`src/rtl/srap_pkg.sv`:
```
// Package for the serial register access port.
// Assumes a single 50 MHz system clock shared by every user of these names.
package srap_pkg;

  // ==========================================================================
  // Widths and counts
  localparam int unsigned SRAP_ADDR_W        = 13;
  localparam int unsigned SRAP_INSTR_W       = 16;
  localparam int unsigned SRAP_BYTE_W        = 8;
  localparam logic [3:0]  SRAP_LAST_INSTR    = 4'hf;
  localparam logic [2:0]  SRAP_LAST_BIT      = 3'h7;

  // ==========================================================================
  // Addresses handled inside the port
  localparam logic [12:0] SRAP_ADDR_CFG      = 13'h0000;
  localparam logic [12:0] SRAP_ADDR_RBSEL    = 13'h0004;
  localparam logic [12:0] SRAP_ADDR_UPDATE   = 13'h0005;

  // ==========================================================================
  // Field positions and reset values
  localparam int unsigned SRAP_CFG_LSB_BIT   = 6;
  localparam int unsigned SRAP_CFG_4W_BIT    = 7;
  localparam int unsigned SRAP_RBSEL_BIT     = 0;
  localparam int unsigned SRAP_UPDATE_BIT    = 0;
  localparam logic [7:0]  SRAP_CFG_RST       = 8'h00;
  localparam logic        SRAP_RBSEL_RST     = 1'b0;
  localparam logic [3:0]  SRAP_SYNC_RST      = 4'h2;

  // ==========================================================================
  // Byte count codes
  localparam logic [1:0]  SRAP_CNT_ONE       = 2'h0;
  localparam logic [1:0]  SRAP_CNT_STREAM    = 2'h3;

  // ==========================================================================
  // Types
  typedef enum logic [1:0] {
    SRAP_ST_IDLE,
    SRAP_ST_INSTR,
    SRAP_ST_DATA
  } srap_state_t;

  typedef struct packed {
    logic        rd;
    logic [1:0]  cnt;
    logic [12:0] addr;
  } srap_instr_t;

  typedef struct packed {
    logic [12:0] addr;
    logic [7:0]  data;
  } srap_wr_t;

endpackage

```
`src/rtl/srap_spi_port.sv`:
```
// Serial register access port: four-pin serial slave in front of a
// buffered register map, with I/O update and readback source selection.
// Assumes pins arrive asynchronous to clock and that the serial clock runs
// at well under a quarter of the system clock rate.
//
// Summary of operation
// - 3-wire and 4-wire, both bit orders; reset is bidirectional MSB first.
// - A cycle starts when chip select goes low; sampling only while low.
// - Up to three payload bytes: chip select may pause on byte boundaries.
// - During a stall the port waits; a later rise after a partial byte, or after the last owed byte, returns it to idle.
// - Chip select rising off a byte boundary discards data and returns idle.
// - Streaming moves any number of bytes; chip select rise ends it.
// - Count field 00,01,10 gives one to three bytes; 11 streams.
// - Instruction is 16 bits: read flag, two count bits, 13 address bits.
// - Instruction and write data are taken on rising serial clock edges.
// - Non-stream writes stall after whole bytes; last byte ends the cycle.
// - Reserved and unmapped addresses are never skipped.
// - Writes go to buffers; update bit 0 at 0x0005 or pin applies them.
// - Reads shift out N bytes, bits changing on falling serial clock edges.
// - Readback source is buffer or active registers per bit 0 at 0x0004.
// - Bit 6 of port configuration selects LSB first from the next operation.
// - MSB first names highest address and the address decrements.
// - LSB first names lowest address and the address increments.
// - Both data outputs float while chip select is high.
// - Port configuration lives in the port and is never forwarded.
`timescale 1ns/1ps

module srap_spi_port (
  input  wire logic               clock,
  input  wire logic               sys_rst,
  input  wire logic               sclk_pin,
  input  wire logic               cs_n_pin,
  input  wire logic               sdio_in,
  output logic                    sdio_out,
  output logic                    sdio_oe,
  output logic                    serial_data_out_pin,
  output logic                    serial_data_out_pin_oe,
  input  wire logic               io_update_pin,
  input  wire logic [7:0]         buf_rdata,
  input  wire logic [7:0]         act_rdata,
  output logic [12:0]             reg_addr,
  output srap_pkg::srap_wr_t      reg_wr,
  output logic                    reg_we,
  output logic                    io_update,
  output logic [7:0]              port_cfg
);

  // ==========================================================================
  // Pin synchronisers and edge finders
  // The link clock is only sampled, so edges are found two system clocks
  // late; all inputs share one delay and keep their mutual alignment.
  logic [3:0] s1_q;
  logic [3:0] s2_q;
  logic [3:0] s3_q;

  always_ff @(posedge clock or posedge sys_rst) begin
    if (sys_rst) begin
      s1_q <= srap_pkg::SRAP_SYNC_RST;
      s2_q <= srap_pkg::SRAP_SYNC_RST;
      s3_q <= srap_pkg::SRAP_SYNC_RST;
    end else begin
      s1_q <= {io_update_pin, sdio_in, cs_n_pin, sclk_pin};
      s2_q <= s1_q;
      s3_q <= s2_q;
    end
  end

  logic sclk_rise;
  logic sclk_fall;
  logic cs_s;
  logic cs_rise;
  logic din;
  logic upd_rise;

  assign sclk_rise = s2_q[0] & ~s3_q[0];
  assign sclk_fall = ~s2_q[0] & s3_q[0];
  assign cs_s      = s2_q[1];
  assign cs_rise   = s2_q[1] & ~s3_q[1];
  assign din       = s2_q[2];
  assign upd_rise  = s2_q[3] & ~s3_q[3];

  // ==========================================================================
  // Transfer state
  srap_pkg::srap_state_t state_q;
  logic [3:0]            cnt_q;
  logic [15:0]           ish_q;
  logic [7:0]            wsh_q;
  logic [12:0]           addr_q;
  logic                  rd_q;
  logic                  stream_q;
  logic                  done_q;
  logic [1:0]            left_q;
  logic                  lsb_act_q;
  logic                  four_act_q;
  logic [7:0]            cfg_q;
  logic                  rbsel_q;

  logic [15:0]           ish_d;
  logic [7:0]            wsh_d;
  srap_pkg::srap_instr_t ins;
  logic                  instr_end;
  logic                  byte_end;
  logic                  wr_fire;
  logic [12:0]           addr_step;

  // Bit order is fixed for the whole cycle so that a mid-cycle write of
  // the order bit cannot scramble the bytes still to come.
  assign ish_d = lsb_act_q ? {din, ish_q[15:1]} : {ish_q[14:0], din};
  assign wsh_d = lsb_act_q ? {din, wsh_q[7:1]} : {wsh_q[6:0], din};
  assign ins   = srap_pkg::srap_instr_t'(ish_d);

  assign instr_end = (state_q == srap_pkg::SRAP_ST_INSTR) && !cs_s &&
                     sclk_rise && (cnt_q == srap_pkg::SRAP_LAST_INSTR);
  assign byte_end  = (state_q == srap_pkg::SRAP_ST_DATA) && !cs_s &&
                     sclk_rise && !done_q &&
                     (cnt_q[2:0] == srap_pkg::SRAP_LAST_BIT);
  assign wr_fire   = byte_end && !rd_q;
  // Every address is visited in turn, reserved or not.
  assign addr_step = lsb_act_q ? addr_q + 13'h0001 : addr_q - 13'h0001;

  always_ff @(posedge clock or posedge sys_rst) begin
    if (sys_rst) begin
      state_q    <= srap_pkg::SRAP_ST_IDLE;
      cnt_q      <= 4'h0;
      ish_q      <= 16'h0000;
      wsh_q      <= 8'h00;
      addr_q     <= 13'h0000;
      rd_q       <= 1'b0;
      stream_q   <= 1'b0;
      done_q     <= 1'b0;
      left_q     <= 2'h0;
      lsb_act_q  <= 1'b0;
      four_act_q <= 1'b0;
    end else begin
      case (state_q)
        srap_pkg::SRAP_ST_IDLE: begin
          if (!cs_s) begin
            state_q    <= srap_pkg::SRAP_ST_INSTR;
            cnt_q      <= 4'h0;
            lsb_act_q  <= cfg_q[srap_pkg::SRAP_CFG_LSB_BIT];
            four_act_q <= cfg_q[srap_pkg::SRAP_CFG_4W_BIT];
          end
        end
        srap_pkg::SRAP_ST_INSTR: begin
          if (cs_rise) begin
            if ((cnt_q[2:0] != 3'h0) || (cnt_q == 4'h0)) begin
              state_q <= srap_pkg::SRAP_ST_IDLE;
            end
          end else if (!cs_s && sclk_rise) begin
            ish_q <= ish_d;
            cnt_q <= cnt_q + 4'h1;
            if (instr_end) begin
              state_q  <= srap_pkg::SRAP_ST_DATA;
              cnt_q    <= 4'h0;
              rd_q     <= ins.rd;
              stream_q <= (ins.cnt == srap_pkg::SRAP_CNT_STREAM);
              left_q   <= (ins.cnt == srap_pkg::SRAP_CNT_STREAM) ?
                          2'h0 : ins.cnt;
              addr_q   <= ins.addr;
              done_q   <= 1'b0;
            end
          end
        end
        srap_pkg::SRAP_ST_DATA: begin
          if (cs_rise) begin
            // A rise on a boundary with bytes still owed is a stall.
            if ((cnt_q[2:0] != 3'h0) || stream_q || done_q) begin
              state_q <= srap_pkg::SRAP_ST_IDLE;
            end
          end else if (!cs_s && sclk_rise && !done_q) begin
            wsh_q <= wsh_d;
            cnt_q <= {1'b0, cnt_q[2:0] + 3'h1};
            if (byte_end) begin
              cnt_q  <= 4'h0;
              addr_q <= addr_step;
              if (!stream_q) begin
                if (left_q == 2'h0) begin
                  done_q <= 1'b1;
                end else begin
                  left_q <= left_q - 2'h1;
                end
              end
            end
          end
        end
        default: begin
          state_q <= srap_pkg::SRAP_ST_IDLE;
        end
      endcase
    end
  end

  // ==========================================================================
  // Port-local registers and write forwarding
  // The configuration register never reaches the map, so a fault in the map
  // or its loader cannot lock software out of the port.
  always_ff @(posedge clock or posedge sys_rst) begin
    if (sys_rst) begin
      cfg_q   <= srap_pkg::SRAP_CFG_RST;
      rbsel_q <= srap_pkg::SRAP_RBSEL_RST;
    end else if (wr_fire) begin
      if (addr_q == srap_pkg::SRAP_ADDR_CFG) begin
        cfg_q <= wsh_d;
      end
      if (addr_q == srap_pkg::SRAP_ADDR_RBSEL) begin
        rbsel_q <= wsh_d[srap_pkg::SRAP_RBSEL_BIT];
      end
    end
  end

  always_ff @(posedge clock or posedge sys_rst) begin
    if (sys_rst) begin
      reg_we    <= 1'b0;
      reg_wr    <= '0;
      io_update <= 1'b0;
    end else begin
      reg_we    <= wr_fire && (addr_q != srap_pkg::SRAP_ADDR_CFG) &&
                   (addr_q != srap_pkg::SRAP_ADDR_UPDATE);
      if (wr_fire) begin
        reg_wr <= '{addr: addr_q, data: wsh_d};
      end
      io_update <= (wr_fire && (addr_q == srap_pkg::SRAP_ADDR_UPDATE) &&
                    wsh_d[srap_pkg::SRAP_UPDATE_BIT]) || upd_rise;
    end
  end

  always_ff @(posedge clock or posedge sys_rst) begin
    if (sys_rst) begin
      reg_addr <= 13'h0000;
      port_cfg <= srap_pkg::SRAP_CFG_RST;
    end else begin
      reg_addr <= addr_q;
      port_cfg <= cfg_q;
    end
  end

  // ==========================================================================
  // Read path
  logic [7:0] rdata;
  logic [7:0] tx_q;
  logic       rd_drive;

  always_comb begin
    if (addr_q == srap_pkg::SRAP_ADDR_CFG) begin
      rdata = cfg_q;
    end else if (rbsel_q) begin
      rdata = act_rdata;
    end else begin
      rdata = buf_rdata;
    end
  end

  assign rd_drive = !cs_s && rd_q && (state_q == srap_pkg::SRAP_ST_DATA);

  always_ff @(posedge clock or posedge sys_rst) begin
    if (sys_rst) begin
      tx_q                <= 8'h00;
      sdio_out            <= 1'b0;
      serial_data_out_pin <= 1'b0;
    end else if (rd_drive && sclk_fall && !done_q) begin
      if (cnt_q[2:0] == 3'h0) begin
        tx_q                <= lsb_act_q ? {1'b0, rdata[7:1]} :
                                           {rdata[6:0], 1'b0};
        sdio_out            <= lsb_act_q ? rdata[0] : rdata[7];
        serial_data_out_pin <= lsb_act_q ? rdata[0] : rdata[7];
      end else begin
        tx_q                <= lsb_act_q ? {1'b0, tx_q[7:1]} :
                                           {tx_q[6:0], 1'b0};
        sdio_out            <= lsb_act_q ? tx_q[0] : tx_q[7];
        serial_data_out_pin <= lsb_act_q ? tx_q[0] : tx_q[7];
      end
    end
  end

  always_ff @(posedge clock or posedge sys_rst) begin
    if (sys_rst) begin
      sdio_oe                <= 1'b0;
      serial_data_out_pin_oe <= 1'b0;
    end else begin
      sdio_oe                <= rd_drive && !four_act_q;
      serial_data_out_pin_oe <= rd_drive && four_act_q;
    end
  end
endmodule

```
`config.mk`:
```
export PLATFORM = sky130hd
export DESIGN_NAME = srap_spi_port
export DESIGN_NICKNAME = d
export VERILOG_FILES = /design/src/rtl/srap_pkg.sv /design/src/rtl/srap_spi_port.sv
export SDC_FILE = /design/constraint.sdc
export NUM_CORES = 1
export LEC_CHECK = 0
export BUFFER_PORTS_ARGS = -buffer_cell sky130_fd_sc_hd__buf_2
export CAP_MARGIN = 30
export CORE_ASPECT_RATIO = 1.5
export CORE_MARGIN = 2
export CORE_UTILIZATION = 58
export CTS_CLUSTER_SIZE = 12
export DETAILED_ROUTE_END_ITERATION = 6
export PLACE_DENSITY = 0.75
export SYNTH_ARGS = -nofsm -noshare
export SYNTH_HDL_FRONTEND = slang
export SYNTH_SLANG_ARGS = --single-unit
export TNS_END_PERCENT = 5
```
`constraint.sdc`:
```
create_clock -name clock -period 4.93 [get_ports clock]
set_clock_uncertainty 0.15 [all_clocks]
set_input_delay 0.2465 -clock clock [delete_from_list [all_inputs] [get_ports clock]]
set_output_delay 0.2465 -clock clock [all_outputs]
set_load 0.01 [all_outputs]
```
### After elaboration in Yosys (flattened, before gate mapping)

Cells that the tools add are included.

* input bits: 22
* output and inout bits: 48
* flip-flop bits (word level): 126

* add/subtract/negate cells: 5
* mux-type cells: 53
* reductions and logical operators: 48
* bitwise gates (word level): 10
* eq/ne operators: 23

Operator list (count)
* $mux W13: 7
* $mux W8: 6
* $mux W2: 16
* $eq A13 B3 Y1 const B: 2
* $pmux W13 S2: 1
* $mux W4: 6
* $ne A2 B2 Y1 const B: 11
* $logic_and A1 B1 Y1: 20
* $reduce_and A9 Y1: 2
* $mux W16: 1
* $add A13 B1 Y13 const B: 1
* $logic_not A13 Y1: 1
* $ne A13 B3 Y1 const B: 1
* $reduce_bool A13 Y1: 1
* $sub A13 B1 Y13 const B: 1
* $pmux W4 S3: 1
* $reduce_and A6 Y1: 2
* $mux W1: 11
* $reduce_and A7 Y1: 1
* $ne A3 B2 Y1 const B: 2
* $not A1 Y1: 6
* $pmux W2 S3: 1
* $reduce_and A2 Y1: 3
* $reduce_and A3 Y1: 2
* 21 further kinds: 33

### Depth between registers and ports, before layout

* depth after elaboration: 9
* mapped depth: 11
* gate-level depth less buffers: 8

### Worst setup path before layout

No wires, ideal clock.

* kind: reg2reg
* start point: reg lsb_act_q
* end point: reg addr_q[11]
* period minus slack after synthesis: 2.749 ns
* cell stages (with the launch flop): 10
* data arrival time: 2.517 ns
* setup slack: 2.181 ns
* path through: dfrtp_1 > inv_1 > clkbuf_1 > ha_1 > and2_1 > a41o_1 > a21o_1 > a21oi_1 > mux2_2 > a31oi_1

* longest elaborated chain between the ends: 5
* elaborated cells on any way between the ends: 9
* those cells by class: 9 x mux

RTL lines
* start: declaration: RTL line srap_spi_port.sv:93 `logic lsb_act_q;`
* start signal: assignment: RTL line srap_spi_port.sv:140 `lsb_act_q <= cfg_q[srap_pkg::SRAP_CFG_LSB_BIT];`
* $mux W13 / $mux W16 (equally long branches): RTL line srap_spi_port.sv:119, srap_spi_port.sv:108
* $mux W13, on equally long branches: RTL line srap_spi_port.sv:173, srap_spi_port.sv:152
* $mux W13, on equally long branches: RTL line srap_spi_port.sv:170, srap_spi_port.sv:149
* $mux W13, on equally long branches: RTL line srap_spi_port.sv:165, srap_spi_port.sv:145
* $pmux W13 S2 (*): RTL line srap_spi_port.sv:135 `case (state_q)`
* end signal: assignment: RTL line srap_spi_port.sv:159 `addr_q <= ins.addr;`
* end signal: assignment: RTL line srap_spi_port.sv:175 `addr_q <= addr_step;`
* end: declaration: RTL line srap_spi_port.sv:88 `logic [12:0] addr_q;`

Mark *: on every way between the ends. The rest lies on a longest branch, timed or not. The select of a mux whose other input is x is not followed.
A chain may end at the register's enable or synchronous reset.

### Final worst setup path

* start point: reg state_q[0]
* end point: reg io_update

* longest elaborated chain between the ends: 9

RTL lines
* start: declaration: RTL line srap_spi_port.sv:84 `srap_pkg::srap_state_t state_q;`
* start signal: assignment: RTL line srap_spi_port.sv:123 `state_q <= srap_pkg::SRAP_ST_IDLE;`
* start signal: assignment: RTL line srap_spi_port.sv:138 `state_q <= srap_pkg::SRAP_ST_INSTR;`
* start signal: assignment: RTL line srap_spi_port.sv:147 `state_q <= srap_pkg::SRAP_ST_IDLE;`
* $eq A2 B2 Y1: RTL line srap_spi_port.sv:114 `assign byte_end = (state_q == srap_pkg::SRAP_ST_DATA) && !cs_s &&`
* $logic_and A1 B1 Y1 (2 in series): RTL line srap_spi_port.sv:114
* $logic_and A1 B1 Y1 (2 in series): RTL line srap_spi_port.sv:115 `sclk_rise && !done_q &&`
* $logic_and A1 B1 Y1: RTL line srap_spi_port.sv:117 `assign wr_fire = byte_end && !rd_q;`
* $logic_and A1 B1 Y1 (2 in series): RTL line srap_spi_port.sv:222 `io_update <= (wr_fire && (addr_q == srap_pkg::SRAP_ADDR_UPDATE) &&`
* $logic_or A1 B1 Y1: RTL line srap_spi_port.sv:223 `wsh_d[srap_pkg::SRAP_UPDATE_BIT]) || upd_rise;`
* end signal: assignment: RTL line srap_spi_port.sv:222
* end: declaration: RTL line srap_spi_port.sv:44 `output logic io_update,`

No other way between the ends.

==> flow_summary_export.csv <==
group,metric,value,unit
global_route,gr-total-overflow,0,
run,cap_viol_max_count,0,
worst_setup_path,reg2reg_depth,7,
global_route,antenna_found_initial,0,
synth,synth_compound_area_frac,0.162,
layout,nNetsFinal,690,
placed_design,place.port_buffers,69,
pwr,power.leakage,3.34,nW
synth,yosys.area.top_type_share,0.516,
sta,fin_hold_ws,0.115,ns
clock_network,ctsHoldBuffers,5,
synth,yosysSeqAreaShare,0.529,
status,status,"finished clean",
synth,synth_ff_type,"dfrtp_1",
synth,ys_warn_count,0,
placed_design,place_area,0.00628,mm²
floorplanning,dieArea,0.0110,mm²
worst_setup_path,crit_buf_inv,1,
pwr,vdd_drop_max,0.000377,V
synth,yosysMostFrequentCell,"dfrtp_1",
placed_design,routabilityCongestion,0.881,
sta,finalCriticalPeriod,3.34,ns
sta,tns,0,ns
worst_setup_path,r2r_setup_slack,1.59,ns
pwr,powerDensity,563,mW/mm²
synth,synth_cells,580,
global_route,grt_usage,0.257,
clock_network,numCtsBuffers,17,
routing,wire_per_inst,17.7,µm
floorplanning,core_area,0.0100,mm²
synth,syn_nets,622,
sta,tightest_slew,0.952,ns
worst_setup_path,slowest_stage,"ha_1",
layout,fillers,732,
routing,remaining_drc_errors,0,
worst_setup_path,crit_top_cell,"nand3_1",
sta,slew_headroom,0.366,
clock_network,path_clk_slew,0.06,ns
worst_setup_path,worstPathArrival,3.50,ns
sta,slew_violations,0,
routing,routed_wl,13.8,mm
synth,synth_area,0.00592,mm²
synth,avgSynthCellArea,10.2,µm²
min_path,hold_path.class,"in -> async",
worst_setup_path,cp_max_fo,28,
synth,ys_async_sr_fraction,1.00,
worst_setup_path,max_stage_delay,0.79,ns
routing,ant_nets,0,
floorplanning,die_y,128,µm
global_route,grt_pass1_vias,4523,
layout,antenna_cells,0,
worst_setup_path,worstPathCellList,"inv_1, ha_1, and2b_1, nand3_1, nor2_1, nand3_1, o32ai_1",
synth,yosys.cell_types.count,65,
worst_setup_path,crit_path_start_kind,"flip-flop",
synth,synth-xor-area-share,0.0104,
routing,vias,4562,
worst_setup_path,cp-end-kind,"flip-flop",
sta,fmax,299,MHz
sta,grt_setup_unrepaired,"false",
sta,final_hold_viol_count,0,
clock_network,clockBufferDepth,2,
sta,setup_viol,0,
routing,dr.pass1.iters,4,
worst_setup_path,r2r-end,"io_update",
synth,synth_edf_count,0,
synth,synth_top_family_by_area,"compound AO/OA/AOI/OAI gates",
routing,drtIter0Drc,244,
clock_network,htree_levels,4,
synth,synthAdderAreaFrac,0.0436,
synth,ys_ff_latch,125,
synth,yosys.area_share.simple,0.145,
sta,worst_slack,1.59,ns
worst_setup_path,cp.required,5.09,ns
layout,area_growth,19.0,%
clock_network,clock-sinks,125,
clock_network,ctsResizeCount,0,
synth,synth_mux_area_frac,0.0736,
layout,drive_gt1_frac,0.201,
pwr,p_total,3.96,mW
clock_network,cts_tree,"done",
clock_network,cts_root_buf,"clkbuf_16",
synth,netlist_top_cells_count,"dfrtp_1 (122), nand2_1 (86), a21oi_1 (51)",
global_route,grt_max_degree,81,
floorplanning,die_w,86.5,µm
floorplanning,initial_core_util,0.590,
clock_network,clock_latency,0.42,ns
synth,yosys.area.top_type,"dfrtp_1",
worst_setup_path,critical_path_class,"reg -> reg",
floorplanning,io_pins,70,
placed_design,dp_slack,1.61,ns
floorplanning,rows,45,
layout,fin_area,0.00704,mm²
worst_setup_path,worstReg2RegStart,"state_q[0]",
worst_setup_path,path_delay_family,"simple AND/OR/NAND/NOR gates",
synth,synth.area.top_cells,"dfrtp_1 (52%), mux2i_1 (5.6%), nand2_1 (5.5%)",
clock_network,cts_setup_buffers,0,
global_route,grt_pass1_wl,21.7,mm
sta,fin_crit_sh,0.678,
routing,via_per_inst,5.86,
placed_design,hpwlAfterDp,9.16,mm
tightest hold or removal path, stage by stage:
cell	delay [ns]
dlygate4sd3_1	0.53
buf_2	0.14
inv_4	0.10
final cells by class:
class	count	area (µm²)	share of cell area
timing repair buffer	80	488	0.0693
multi-input combinational	406	2570	0.365
tap	117	146	0.0208
clock buffer	18	429	0.0610
inverter	18	70.1	0.00995
sequential	125	3130	0.445
clock inverter	14	206	0.0293
per-stage QoR:
stage,std cells,util
floorplan,580,-
global placement,738,0.627
detailed placement,738,0.627
CTS,775,0.695
global route,778,0.702
finish,778,0.702
power by group:
| part | internal [mW] | switching [mW] | leakage (nW) |
|---|---|---|---|
| sequential | 1.23 | 0.220 | 1.61 |
| clock | 0.858 | 0.481 | 0.312 |
| combinational | 0.490 | 0.682 | 1.42 |
per-layer routing:
metal	GRT usage	wire length, µm	part of all wire
met1	0.290	5430	0.39
met3	0.0567	537	0.039
met4	0.131	429	0.031
met5	0	0	0
met2	0.451	7370	0.54
kinds of logic (layout without fill, tap and decap cells):
group / Yosys count / after routing
adder cells (fa/ha/maj): 20 / 20
multiplexers: 42 / 42
AND/OR/NAND/NOR: 182 / 182
flip-flops: 125 / 125
buffers and inverters: 49 / 130
AO/OA/AOI/OAI: 155 / 155
XOR/XNOR: 7 / 7
state kept, by name, summed over array words and instances (netlist names), 2 cells and up:
name	flops
wsh_q	8
reg_addr	13
addr_q	13
s1_q	4
state_q	2
s3_q	3
s2_q	4
ish_q	16
reg_wr	21
port_cfg	8
tx_q	8
left_q	2
cnt_q	4
cfg_q	8
worst max-delay path by stage:
stage	start	end	slack [ns]	cells past startpoint
after floorplan	sys_rst	addr_q[0]	1.21	1
after global placement	state_q[0]	cfg_q[7]	1.77	8
after detailed placement	state_q[0]	io_update	1.61	7
after CTS	state_q[0]	cfg_q[7]	1.59	8
after global routing	state_q[0]	io_update	1.31	7
final	state_q[0]	io_update	1.59	7
placed cells by master (no fill, tap or decap), types with 4 or more instances in the layout:
master | synthesis | final
dfrtp_1 | 122 | 122
buf_2 | 8 | 69
o22ai_1 | 7 | 7
o21a_1 | 5 | 5
inv_6 | 0 | 5
mux2i_1 | 33 | 33
dlygate4sd3_1 | 0 | 5
nor2b_1 | 4 | 4
nor2_1 | 44 | 44
a21oi_1 | 51 | 51
nand2_1 | 86 | 86
nand2b_1 | 4 | 4
a31oi_1 | 10 | 10
and3_1 | 4 | 4
o21ai_0 | 43 | 43
clkbuf_16 | 0 | 17
mux2_2 | 8 | 8
bufinv_16 | 0 | 4
nand3_1 | 12 | 12
a21o_1 | 5 | 5
o2111ai_1 | 4 | 4
inv_1 | 18 | 17
nor3_1 | 7 | 7
ha_1 | 19 | 19
xnor2_1 | 5 | 5
(Power assumes the default switching activity.)
